`src/design/jlls_pkg.sv`:
```
package jlls_pkg;
   localparam int NUM_LINKS = 2;
   localparam int NUM_LANES = 2;
   localparam logic [7:0]  THRESH_RST = 8'hff;
   // Printed offsets are register indices; byte address is four times the index.
   localparam logic [11:0] IDX_LINK_PAGE   = 12'h300;
   localparam logic [11:0] IDX_LANE2_STATE = 12'h4b2;
   localparam logic [11:0] IDX_LANE3_STATE = 12'h4b3;
   localparam logic [11:0] IDX_THRESH      = 12'h010;
   localparam logic [11:0] IDX_CNT_CLEAR   = 12'h011;
   localparam logic [11:0] IDX_IRQ_STATUS  = 12'h012;
   localparam logic [11:0] IDX_IRQ_MASK    = 12'h013;
   localparam logic [7:0]  STATE_RST = 8'h00;
   localparam logic [7:0]  PAGE_RST  = 8'h00;
   localparam logic [7:0]  MASK_RST  = 8'h00;
   localparam int BIT_DISP   = 7;
   localparam int BIT_BADC   = 6;
   localparam int BIT_STRAY  = 5;
   localparam int BIT_DESKEW = 4;
   localparam int BIT_ILAS   = 3;
   localparam int BIT_CKSUM  = 2;
   localparam int BIT_FRAME  = 1;
   localparam int BIT_CGS    = 0;
   localparam logic [1:0] RESP_OKAY   = 2'h0;
   localparam logic [1:0] RESP_SLVERR = 2'h2;
endpackage

```
`src/design/jlls_cnt_if.sv`:
```
`timescale 1ns/1ps
interface jlls_cnt_if;
   logic       err_pulse;
   logic       clear;
   logic [7:0] threshold;
   logic       at_thresh;
   modport owner (output err_pulse, output clear, output threshold, input at_thresh);
   modport cnt   (input err_pulse, input clear, input threshold, output at_thresh);
endinterface

```
`src/design/jlls_err_counter.sv`:
```
`timescale 1ns/1ps
module jlls_err_counter (
   input  wire logic aclk,
   input  wire logic aresetn,
   jlls_cnt_if.cnt   c
);
   logic [7:0] count_q;

   // Saturates so a long burst never wraps back below the threshold.
   always_ff @(posedge aclk) begin
      if (!aresetn || c.clear) begin
         count_q <= 8'h00;
      end else if (c.err_pulse && count_q != 8'hff) begin
         count_q <= count_q + 8'h01;
      end
   end

   assign c.at_thresh = (count_q >= c.threshold);
endmodule

```
`src/design/jlls_top.sv`:
```
// Summary of operation
// - Lane 2 bit 7 is one when disparity error count reaches threshold.
// - Lane 2 bit 6 is one when not-in-table error count reaches threshold.
// - Lane 2 bit 5 is one when unexpected control count reaches threshold.
// - Lane 2 bit 4 is one when interlane deskew achieved.
// - Lane 2 bit 3 is one while initial lane alignment sync achieved.
// - Lane 2 bit 2 is one when configuration checksum is correct.
// - Lane 2 bit 1 is one while frame sync held.
// - Lane 2 bit 0 is one while code group sync held.
// - Lane 3 bit 7 is one when disparity error count reaches threshold.
// - Lane 3 bit 6 is one when not-in-table error count reaches threshold.
// - Lane 3 bit 5 is one when unexpected control count reaches threshold.
// - All status fields show the link chosen by the page register.
// - Lane 3 bits 4 to 0 report lane 3 link state like lane 2.
//
// Implementation choice: the AXI4-Lite interface to the registers.
`timescale 1ns/1ps
module jlls_top (
   input  wire logic        aclk,
   input  wire logic        aresetn,
   input  wire logic [11:0] lane_err_pulse,
   input  wire logic [19:0] lane_state_in,
   input  wire logic [12:0] s_axi_awaddr,
   input  wire logic        s_axi_awvalid,
   output logic             s_axi_awready,
   input  wire logic [31:0] s_axi_wdata,
   input  wire logic [3:0]  s_axi_wstrb,
   input  wire logic        s_axi_wvalid,
   output logic             s_axi_wready,
   output logic [1:0]       s_axi_bresp,
   output logic             s_axi_bvalid,
   input  wire logic        s_axi_bready,
   input  wire logic [12:0] s_axi_araddr,
   input  wire logic        s_axi_arvalid,
   output logic             s_axi_arready,
   output logic [31:0]      s_axi_rdata,
   output logic [1:0]       s_axi_rresp,
   output logic             s_axi_rvalid,
   input  wire logic        s_axi_rready,
   output logic             irq
);
   // Inputs index: link*6 + lane*3 + kind (0 disparity, 1 bad code, 2 stray control).
   // State inputs index: link*10 + lane*5 + bit (4 deskew .. 0 code group).
   logic [11:0] err_s1_q, err_s2_q;
   logic [19:0] st_s1_q, st_s2_q;
   logic [7:0]  page_q;
   logic [7:0]  thresh_q;
   logic [11:0] clear_q;
   logic [7:0]  irq_stat_q;
   logic [7:0]  irq_mask_q;
   logic [11:0] at_thresh;
   logic [15:0] status_all;
   logic [15:0] status_prev_q;
   logic [7:0]  lane2_link_state;
   logic [7:0]  lane3_link_state;
   logic [7:0]  irq_event;

   always_ff @(posedge aclk) begin
      if (!aresetn) begin
         err_s1_q <= 12'h000;
         err_s2_q <= 12'h000;
         st_s1_q  <= 20'h00000;
         st_s2_q  <= 20'h00000;
      end else begin
         err_s1_q <= lane_err_pulse;
         err_s2_q <= err_s1_q;
         st_s1_q  <= lane_state_in;
         st_s2_q  <= st_s1_q;
      end
   end

   genvar gi;
   generate
      for (gi = 0; gi < 12; gi++) begin : g_cnt
         jlls_cnt_if ci ();
         assign ci.err_pulse   = err_s2_q[gi];
         assign ci.clear       = clear_q[gi];
         assign ci.threshold   = thresh_q;
         assign at_thresh[gi]  = ci.at_thresh;
         jlls_err_counter u_cnt (
            .aclk    (aclk),
            .aresetn (aresetn),
            .c       (ci.cnt)
         );
      end
      for (gi = 0; gi < jlls_pkg::NUM_LINKS; gi++) begin : g_link
         assign status_all[gi*8 +: 8] = {at_thresh[gi*6 + 0],
                                         at_thresh[gi*6 + 1],
                                         at_thresh[gi*6 + 2],
                                         st_s2_q[gi*10 + 4],
                                         st_s2_q[gi*10 + 3],
                                         st_s2_q[gi*10 + 2],
                                         st_s2_q[gi*10 + 1],
                                         st_s2_q[gi*10 + 0]};
      end
   endgenerate

   // Lane 3 of each link reuses the same layout, selected by page bit 0.
   logic [15:0] l3_bits;
   generate
      for (gi = 0; gi < jlls_pkg::NUM_LINKS; gi++) begin : g_l3
         assign l3_bits[gi*8 +: 8] = {at_thresh[gi*6 + 3],
                                      at_thresh[gi*6 + 4],
                                      at_thresh[gi*6 + 5],
                                      st_s2_q[gi*10 + 5 +: 5]};
      end
   endgenerate

   always_comb begin
      lane2_link_state = page_q[0] ? status_all[15:8] : status_all[7:0];
      lane3_link_state = page_q[0] ? l3_bits[15:8] : l3_bits[7:0];
   end

   // Rising edge of any threshold flag in the current page raises an event.
   always_ff @(posedge aclk) begin
      if (!aresetn) begin
         status_prev_q <= 16'h0000;
      end else begin
         status_prev_q <= {lane3_link_state, lane2_link_state};
      end
   end
   assign irq_event = {2'h0,
                       lane3_link_state[7:5] & ~status_prev_q[15:13],
                       lane2_link_state[7:5] & ~status_prev_q[7:5]};

   // AXI4-Lite write: accept address and data in any order, respond after both.
   logic        aw_have_q, w_have_q;
   logic [12:0] aw_addr_q;
   logic [31:0] w_data_q;
   logic [3:0]  w_strb_q;
   logic        wr_go;
   logic [11:0] widx;

   assign s_axi_awready = !aw_have_q && !s_axi_bvalid;
   assign s_axi_wready  = !w_have_q && !s_axi_bvalid;
   assign wr_go = aw_have_q && w_have_q && !s_axi_bvalid;
   // The byte address is four times the register index, so the index needs eleven bits.
   assign widx  = {1'h0, aw_addr_q[12:2]};

   always_ff @(posedge aclk) begin
      if (!aresetn) begin
         aw_have_q    <= 1'b0;
         w_have_q     <= 1'b0;
         aw_addr_q    <= 13'h0000;
         w_data_q     <= 32'h00000000;
         w_strb_q     <= 4'h0;
         s_axi_bvalid <= 1'b0;
         s_axi_bresp  <= jlls_pkg::RESP_OKAY;
      end else begin
         if (s_axi_awvalid && s_axi_awready) begin
            aw_have_q <= 1'b1;
            aw_addr_q <= s_axi_awaddr;
         end
         if (s_axi_wvalid && s_axi_wready) begin
            w_have_q <= 1'b1;
            w_data_q <= s_axi_wdata;
            w_strb_q <= s_axi_wstrb;
         end
         if (wr_go) begin
            aw_have_q    <= 1'b0;
            w_have_q     <= 1'b0;
            s_axi_bvalid <= 1'b1;
            s_axi_bresp  <= (widx == jlls_pkg::IDX_LINK_PAGE || widx == jlls_pkg::IDX_THRESH ||
                             widx == jlls_pkg::IDX_CNT_CLEAR || widx == jlls_pkg::IDX_IRQ_STATUS ||
                             widx == jlls_pkg::IDX_IRQ_MASK  ||
                             widx == jlls_pkg::IDX_LANE2_STATE ||
                             widx == jlls_pkg::IDX_LANE3_STATE)
                            ? jlls_pkg::RESP_OKAY : jlls_pkg::RESP_SLVERR;
         end else if (s_axi_bvalid && s_axi_bready) begin
            s_axi_bvalid <= 1'b0;
         end
      end
   end

   // Software registers; writes to the read-only status registers are ignored.
   always_ff @(posedge aclk) begin
      if (!aresetn) begin
         page_q     <= jlls_pkg::PAGE_RST;
         thresh_q   <= jlls_pkg::THRESH_RST;
         irq_mask_q <= jlls_pkg::MASK_RST;
         clear_q    <= 12'h000;
      end else begin
         clear_q <= 12'h000;
         if (wr_go && w_strb_q[0]) begin
            unique case (widx)
               jlls_pkg::IDX_LINK_PAGE: page_q     <= w_data_q[7:0];
               jlls_pkg::IDX_THRESH:    thresh_q   <= w_data_q[7:0];
               jlls_pkg::IDX_IRQ_MASK:  irq_mask_q <= w_data_q[7:0];
               // Each link holds three lane 2 counters below three lane 3 counters.
               jlls_pkg::IDX_CNT_CLEAR: clear_q    <= {{3{w_data_q[7] | w_data_q[8]}},
                                                      {3{w_data_q[6] | w_data_q[8]}},
                                                      {3{w_data_q[7] | w_data_q[8]}},
                                                      {3{w_data_q[6] | w_data_q[8]}}};
               default: ;
            endcase
         end
      end
   end

   // Sticky status: a new event wins over a write-one-to-clear in the same cycle.
   always_ff @(posedge aclk) begin
      if (!aresetn) begin
         irq_stat_q <= 8'h00;
      end else begin
         irq_stat_q <= (irq_stat_q & ~((wr_go && w_strb_q[0] &&
                        widx == jlls_pkg::IDX_IRQ_STATUS) ? w_data_q[7:0] : 8'h00)) | irq_event;
      end
   end
   assign irq = |(irq_stat_q & irq_mask_q);

   // AXI4-Lite read: one outstanding, data registered.
   logic [11:0] ridx;
   assign ridx = {1'h0, s_axi_araddr[12:2]};
   assign s_axi_arready = !s_axi_rvalid;

   always_ff @(posedge aclk) begin
      if (!aresetn) begin
         s_axi_rvalid <= 1'b0;
         s_axi_rdata  <= 32'h00000000;
         s_axi_rresp  <= jlls_pkg::RESP_OKAY;
      end else if (s_axi_arvalid && s_axi_arready) begin
         s_axi_rvalid <= 1'b1;
         s_axi_rresp  <= jlls_pkg::RESP_OKAY;
         unique case (ridx)
            jlls_pkg::IDX_LINK_PAGE:   s_axi_rdata <= {24'h000000, page_q};
            jlls_pkg::IDX_LANE2_STATE: s_axi_rdata <= {24'h000000, lane2_link_state};
            jlls_pkg::IDX_LANE3_STATE: s_axi_rdata <= {24'h000000, lane3_link_state};
            jlls_pkg::IDX_THRESH:      s_axi_rdata <= {24'h000000, thresh_q};
            jlls_pkg::IDX_IRQ_STATUS:  s_axi_rdata <= {24'h000000, irq_stat_q};
            jlls_pkg::IDX_IRQ_MASK:    s_axi_rdata <= {24'h000000, irq_mask_q};
            jlls_pkg::IDX_CNT_CLEAR:   s_axi_rdata <= 32'h00000000;
            default: begin
               s_axi_rdata <= 32'h00000000;
               s_axi_rresp <= jlls_pkg::RESP_SLVERR;
            end
         endcase
      end else if (s_axi_rvalid && s_axi_rready) begin
         s_axi_rvalid <= 1'b0;
      end
   end
endmodule

```
`config.mk`:
```
export PLATFORM = sky130hd
export DESIGN_NAME = jlls_top
export DESIGN_NICKNAME = d
export VERILOG_FILES = /design/src/design/jlls_pkg.sv /design/src/design/jlls_cnt_if.sv /design/src/design/jlls_err_counter.sv /design/src/design/jlls_top.sv
export SDC_FILE = /design/constraint.sdc
export NUM_CORES = 1
export LEC_CHECK = 0
export ABC_AREA = 1
export BUFFER_PORTS_ARGS = -buffer_cell sky130_fd_sc_hd__buf_2
export CORE_MARGIN = 10
export CORE_UTILIZATION = 40
export CTS_CLUSTER_DIAMETER = 100
export DETAILED_ROUTE_END_ITERATION = 8
export GPL_TIMING_DRIVEN = 0
export PLACE_DENSITY_LB_ADDON = 0.12
export SLEW_MARGIN = 10
export SYNTH_ARGS = -nofsm -noshare
export SYNTH_HDL_FRONTEND = slang
export SYNTH_HIERARCHICAL = 1
export SYNTH_SLANG_ARGS = --single-unit
```
`constraint.sdc`:
```
create_clock -name aclk -period 3.6 [get_ports aclk]
set_input_delay 0.36 -clock aclk [delete_from_list [all_inputs] [get_ports aclk]]
set_output_delay 0.36 -clock aclk [all_outputs]
set_load 0.1 [all_outputs]
```
Word-level counts from Yosys, hierarchy flattened
Cells that the tools add are included.
{"block": "word_totals", "in_bits": 101, "ff_bits": 281, "out_inout_bits": 42}
{"block": "classes", "eq_ne": 26, "bitwise": 11, "n_mux": 10, "magnitude_cmp": 12, "addsub": 12, "reduce_logical": 55}
{"cell": "adder 8 x 1 -> 8 bit (second input constant)", "count": 12}
{"cell": ">= comparator 8 bit", "count": 12}
{"cell": "!= test 8 bit (second input constant)", "count": 12}
{"cell": "== test 11 x 5 -> 1 bit (second input constant)", "count": 8}
{"cell": "case mux 8 bit (6 select lines)", "count": 1}
{"cell": "== test 11 bit (second input constant)", "count": 4}
{"cell": "two-way mux 8 bit", "count": 3}
{"cell": "logical AND 1 bit", "count": 23}
{"cell": "== test 11 x 10 -> 1 bit (second input constant)", "count": 2}
{"cell": "logical OR 1 bit", "count": 18}
{"cell": "AND 8 bit", "count": 2}
{"cell": "NOT 8 bit", "count": 1}
{"cell": "OR 8 x 6 -> 8 bit", "count": 1}
{"cell": "OR reduction 8 bit", "count": 1}
{"cell": "OR reduction 7 bit", "count": 1}
{"cell": "AND 3 bit", "count": 2}
{"cell": "NOT 3 bit", "count": 2}
{"cell": "AND reduction 2 bit", "count": 3}
{"cell": "zero test 1 bit", "count": 5}
{"cell": "two-way mux 1 bit", "count": 4}
{"cell": "two-way mux 2 bit", "count": 2}
{"cell": "nonzero test 2 bit", "count": 2}
{"cell": "AND reduction 3 bit", "count": 1}
{"cell": "OR 1 bit", "count": 2}
{"cell": "2 further kinds", "count": 2}

Depth between registers and ports, before layout
{"block": "logic_depth", "word_depth": 8, "mapped_depth": 14, "ltp_nobuf": 14}

By module
The synthesis kept the hierarchy.
{"module": "jlls_err_counter", "n_inst": 12, "cells_per_inst": 102, "area_each_um2": 658.1, "seq_area_each_um2": 160.2}
{"module": "jlls_top", "n_inst": 1, "cells_per_inst": 776, "area_each_um2": 5776.8, "seq_area_each_um2": 2782.7}

Worst setup path before layout
Ideal clock, no wire load.
{"block": "synth_timing", "kind": "register -> register", "startpoint": "register s_axi_bvalid", "endpoint": "register w_data_q[0]", "setup_time_ps": 116, "slack_ps": 662, "required_ps": 3484, "stages_incl_launch_ff": 6, "t_arrival_ps": 2822, "n_path_buf": 1, "path_cell_list": "dfxtp_1 > nor2_1 > nand2_1 > clkbuf_1 > o21ai_0 > nor2_1"}
{"block": "synth_between", "elab_chain_len": 3}
{"item": "start, declared", "line": "jlls_top.sv:31", "rtl": "output logic s_axi_bvalid,"}
{"item": "start signal, assigned", "line": "jlls_top.sv:147", "rtl": "s_axi_bvalid <= 1'b0;"}
{"item": "start signal, assigned", "line": "jlls_top.sv:162", "rtl": "s_axi_bvalid <= 1'b1;"}
{"item": "start signal, assigned", "line": "jlls_top.sv:170", "rtl": "s_axi_bvalid <= 1'b0;"}
{"item": "zero test 1 bit", "line": "jlls_top.sv:135", "rtl": "assign s_axi_wready = !w_have_q && !s_axi_bvalid;"}
{"item": "logical AND 1 bit", "line": "jlls_top.sv:135"}
{"item": "via s_axi_wready", "line": "jlls_top.sv:29", "rtl": "output logic s_axi_wready,"}
{"item": "logical AND 1 bit", "line": "jlls_top.sv:154", "rtl": "if (s_axi_wvalid && s_axi_wready) begin"}
{"item": "end signal, assigned", "line": "jlls_top.sv:156", "rtl": "w_data_q <= s_axi_wdata;"}
{"item": "end, declared", "line": "jlls_top.sv:129", "rtl": "logic [31:0] w_data_q;"}
The timed path passes the listed nets, and every way through them passes these cells.
A chain may end at the register's enable or synchronous reset.

Final worst setup path
{"block": "layout_timing", "startpoint": "register thresh_q[3] (netlist: g_cnt[0].ci.threshold[3])", "endpoint": "register s_axi_rdata[7]"}
{"block": "layout_between", "elab_chain_len": 3, "word_cells_on_any_way": 7}
{"item": "start, declared", "line": "jlls_top.sv:47", "rtl": "logic [7:0] thresh_q;"}
{"item": "start signal, assigned", "line": "jlls_top.sv:179", "rtl": "thresh_q <= jlls_pkg::THRESH_RST;"}
{"item": "start signal, assigned", "line": "jlls_top.sv:187", "rtl": "jlls_pkg::IDX_THRESH: thresh_q <= w_data_q[7:0];"}
{"item": ">= comparator 8 bit", "line": "jlls_err_counter.sv:18", "rtl": "assign c.at_thresh = (count_q >= c.threshold);"}
{"item": "via g_cnt[3].ci.at_thresh", "line": "jlls_cnt_if.sv:6", "rtl": "logic at_thresh;"}
{"item": "two-way mux 8 bit", "line": "jlls_top.sv:111", "rtl": "lane3_link_state = page_q[0] ? l3_bits[15:8] : l3_bits[7:0];"}
{"item": "case mux 8 bit (6 select lines)", "line": "jlls_top.sv:224", "rtl": "unique case (ridx)"}
{"item": "end signal, assigned", "line": "jlls_top.sv:225", "rtl": "jlls_pkg::IDX_LINK_PAGE: s_axi_rdata <= {24'h000000, page_q};"}
{"item": "end signal, assigned", "line": "jlls_top.sv:226", "rtl": "jlls_pkg::IDX_LANE2_STATE: s_axi_rdata <= {24'h000000, lane2_link_state};"}
{"item": "end signal, assigned", "line": "jlls_top.sv:227", "rtl": "jlls_pkg::IDX_LANE3_STATE: s_axi_rdata <= {24'h000000, lane3_link_state};"}
{"item": "end, declared", "line": "jlls_top.sv:36", "rtl": "output logic [31:0] s_axi_rdata,"}
The timed path passes the listed nets, and every way through them passes these cells.

==> impl_metrics.csv <==
group,metric,value,unit
run_status,status,"finished, final reports clean",
power_and_ir_drop,ir_worst_vdd,348.2,µV
sta,holdWs,0.04344,ns
routing,ant_nets,0,
critical_path,slowest_delay,0.99,ns
sta,fmax,372.9,MHz
placed_design,gp_congestion,0.8579,
final_layout,drive_above_1_share,0.1315,
power_and_ir_drop,leakage,8.841,nW
sta,finClkSkew,0.02057,ns
routing,drtIter0Drc,596,
sta,relSlewSlack,0.1829,
clock_tree,clk_latency,0.57,ns
critical_path,arrival,3.14,ns
grt,grt_pass1_vias,11762,
sta,slew_viol_final,0,
min_path,min_from,"s_axi_bready",
final_layout,multiInputGateArea,7292,µm²
critical_path,cpMostUsedCell,"nand2_1",
floorplanning,start_util,0.4068,
flow_run,cap_violations,0,
routing,drcViolationCount,0,
clock_tree,cts_setup_buffers,0,
routing,routedWlPerCell,13.69,µm
sta,tns,0,ns
routing,vias_per_cell,4.653,
placed_design,dp_hpwl,26020,µm
synth,yosysSeqAreaShare,0.3440,
routing,vias,12274,
final_layout,regArea,4705,µm²
critical_path,end_kind,"flop",
clock_tree,cts-root-buf,"clkbuf_16",
critical_path,r2r_cells,14,
min_path,hold_depth,4,
grt,grt_pass1_wl,58950,µm
sta,finalSetupViolCount,0,
critical_path,path_cells,"inv_1, ha_1, nand2_1, inv_1, o21ai_0, nand2_1, nand2_1, nand3_1, nand2_1, nand2_1, nand3_1, nand2_1, nor2_1, a21oi_2",
floorplanning,die_h,204.9,µm
clock_tree,clk_pin_slew,0.06,ns
floorplanning,coreArea,33620,µm²
critical_path,crit_family,"flip-flops",
sta,hold_violations,0,
synth,yosys.cell_types.count,37,
synth,ys_ff_latch,235,
placed_design,port-buffer-count,86,
floorplanning,die_width,204.9,µm
grt,antenna_found_initial,0,
synth,syn_avg_cell_area,6.837,µm²
routing,drt-total-wl,36110,µm
final_layout,diodes,0,
power_and_ir_drop,p_per_area,394.5,nW/µm²
grt,grt_max_degree,19,
critical_path,cp.required,4.06,ns
sta,max_slew.worst_pin.slew,1.226,ns
synth,yosysWarnings,6,
final_layout,area_growth,17.08,%
clock_tree,h-tree-depth,1,
sta,rsz0062_at_grt,"no",
critical_path,rr_endpoint,"s_axi_rdata[7]",
critical_path,r2r_start,"g_cnt[0].ci.threshold[3]",
clock_tree,cts_tree,"done",
synth,synth_area,13670,µm²
grt,track_usage,0.1710,
critical_path,worstPathMaxFanout,14,
critical_path,crit_buf_inv,2,
final_layout,fin_nets,2380,
floorplanning,rows,67,
min_path,hold_end,"s_axi_bvalid",
final_layout,fillers,3423,
routing,drt_first_pass_iters,5,
critical_path,path_class,"flop to flop",
clock_tree,clk_path_buf_depth,3,
sta,fin_crit_sh,0.7449,
floorplanning,die_area,41980,µm²
synth,netlist_instances,2000,
critical_path,r2r_setup_slack,0.92,ns
grt,grt_remaining_overflow,0,
min_path,hold_class,"input port to flop",
clock_tree,cts_num_sinks,235,
sta,period_minus_slack,2.682,ns
critical_path,cp-start-kind,"flop",
clock_tree,numCtsBuffers,28,
floorplanning,boundaryPins,143,
critical_path,crit_slowest_cell,"dfxtp_1",
==> cells in the mapped netlist <==
cell type | n | area (µm²)
inv_1 | 314 | 1179
nand3b_2 | 12 | 135.1
nand3_4 | 1 | 17.52
buf_2 | 3 | 15.01
nor2_8 | 1 | 20.02
a21oi_2 | 5 | 43.79
buf_1 | 2 | 7.510
nor3_2 | 2 | 20.02
clkbuf_1 | 15 | 56.30
nand2_4 | 1 | 11.26
or2_1 | 1 | 6.260
mux2i_1 | 1 | 10.01
nand4_1 | 34 | 212.7
a21oi_1 | 150 | 750.7
nor3_1 | 15 | 75.07
nand3_2 | 18 | 180.2
dfxtp_1 | 235 | 4705
o21ai_0 | 41 | 205.2
o21bai_1 | 1 | 7.510
o21a_1 | 13 | 97.59
nor3_4 | 2 | 32.53
buf_8 | 1 | 15.01
nand2_2 | 25 | 156.4
nand2_1 | 515 | 1933
inv_2 | 5 | 18.77
buf_4 | 43 | 322.8
nor2_2 | 6 | 37.54
nand3_1 | 128 | 640.6
o211ai_1 | 2 | 15.01
conb_1 | 1 | 3.750
nor2_1 | 264 | 991.0
buf_6 | 14 | 157.7
ha_1 | 108 | 1351
nand4_2 | 1 | 12.51
nand3b_4 | 1 | 20.02
nor2_4 | 18 | 202.7
a221oi_1 | 1 | 8.760
==> timing repair <==
action                    4_1_cts  5_1_grt
hold endpoints to repair       30        0
resized for setup               0        0
hold buffers                   30        0
==> metrics by stage <==
step           utilization  worst slack (ns)  power (mW)  instances  cell area (µm²)
6_report            0.4763            0.9184       6.317       2638            16010
5_1_grt             0.4763            0.8007       6.577       2638            16010
4_1_cts             0.4763            0.9186       6.398       2638            16010
3_5_place_dp        0.4391            0.8496       3.441       2559            14760
3_3_place_gp        0.4391            0.8325       3.433       2559            14760
2_1_floorplan            -            0.6622       3.280       2025            13770
==> sequential cells by signal, summed over array words and instances, names as in the netlist <==
signal / flops
g_cnt.u_cnt/count_q: 96
st_s1_q: 20
st_s2_q: 20
err_s1_q: 12
err_s2_q: 12
aw_addr_q: 11
w_data_q: 9
g_cnt.ci.threshold: 8
irq_mask_q: 8
irq_stat_q: 8
page_q: 8
s_axi_rdata: 8
status_prev_q: 6
clear_q: 2
aw_have_q: 1
s_axi_bresp: 1
s_axi_bvalid: 1
s_axi_rresp: 1
s_axi_rvalid: 1
w_have_q: 1
w_strb_q: 1
==> worst max path at each step <==
stage	slack [ns]	endpoint	startpoint	depth (start not counted)
6_report	0.92	s_axi_rdata[7]	g_cnt[0].ci.threshold[3]	14
5_1_grt	0.80	s_axi_rdata[7]	g_cnt[0].ci.threshold[7]	13
4_1_cts	0.92	s_axi_rdata[7]	g_cnt[0].ci.threshold[7]	13
3_5_place_dp	0.85	err_s2_q[6]	aresetn	5
3_3_place_gp	0.83	err_s2_q[6]	aresetn	5
2_1_floorplan	0.66	w_data_q[0]	s_axi_bvalid	5
==> placed cells by master (no fill, tap or decap), types with 28 or more instances in the layout <==
cell,n
ha_1,108
nor2_1,264
o21ai_0,41
a21oi_1,150
buf_2,89
inv_1,314
nand3_1,128
buf_4,43
dlygate4sd3_1,30
clkbuf_16,28
nand4_1,34
nand2_1,515
dfxtp_1,235
==> kinds of logic after synthesis <==
family	count (synthesis)	synth area share
fa+ha+maj	108	0.09882
mux	1	0.0007320
flops	235	0.3440
buf+inv	397	0.1296
compound gates	213	0.08253
simple gates	1045	0.3440
other cells	1	0.0002742
==> worst register-to-register path: cells and delay by family, from the launching register on <==
| kind | cells | cell delay [ns] |
|---|---|---|
| AO/OA/AOI/OAI | 2 | 0.13 |
| adder cells (fa/ha/maj) | 1 | 0.34 |
| buffers and inverters | 2 | 0.16 |
| flip-flops | 1 | 0.99 |
| AND/OR/NAND/NOR | 9 | 0.96 |
==> area by class of cell <==
type,count,share of cell area
repair buffers,116,0.04564
inverters,319,0.07479
plain buffers,78,0.03587
clock buffers,40,0.05033
well taps,448,0.03501
clock inverters,9,0.009065
flip-flops and latches,235,0.2938
multi-input cells,1393,0.4555
==> layer usage <==
layer  global-route usage  vias to the layer above  routed length [µm]
met5                    0                        -                   0
met2               0.2960                      190               17050
met1               0.2167                     5475               16840
met3              0.02701                       43                1441
met4              0.04306                        0                 776
li1                     -                     6566                   -
==> where the power goes <==
group          leakage (nW)  switching [mW]  internal [mW]
Combinational          6.45           0.470          0.190
Clock                 0.469            1.14           1.76
Sequential             1.92          0.0645           2.68
Power figures use the tool's default switching activity.
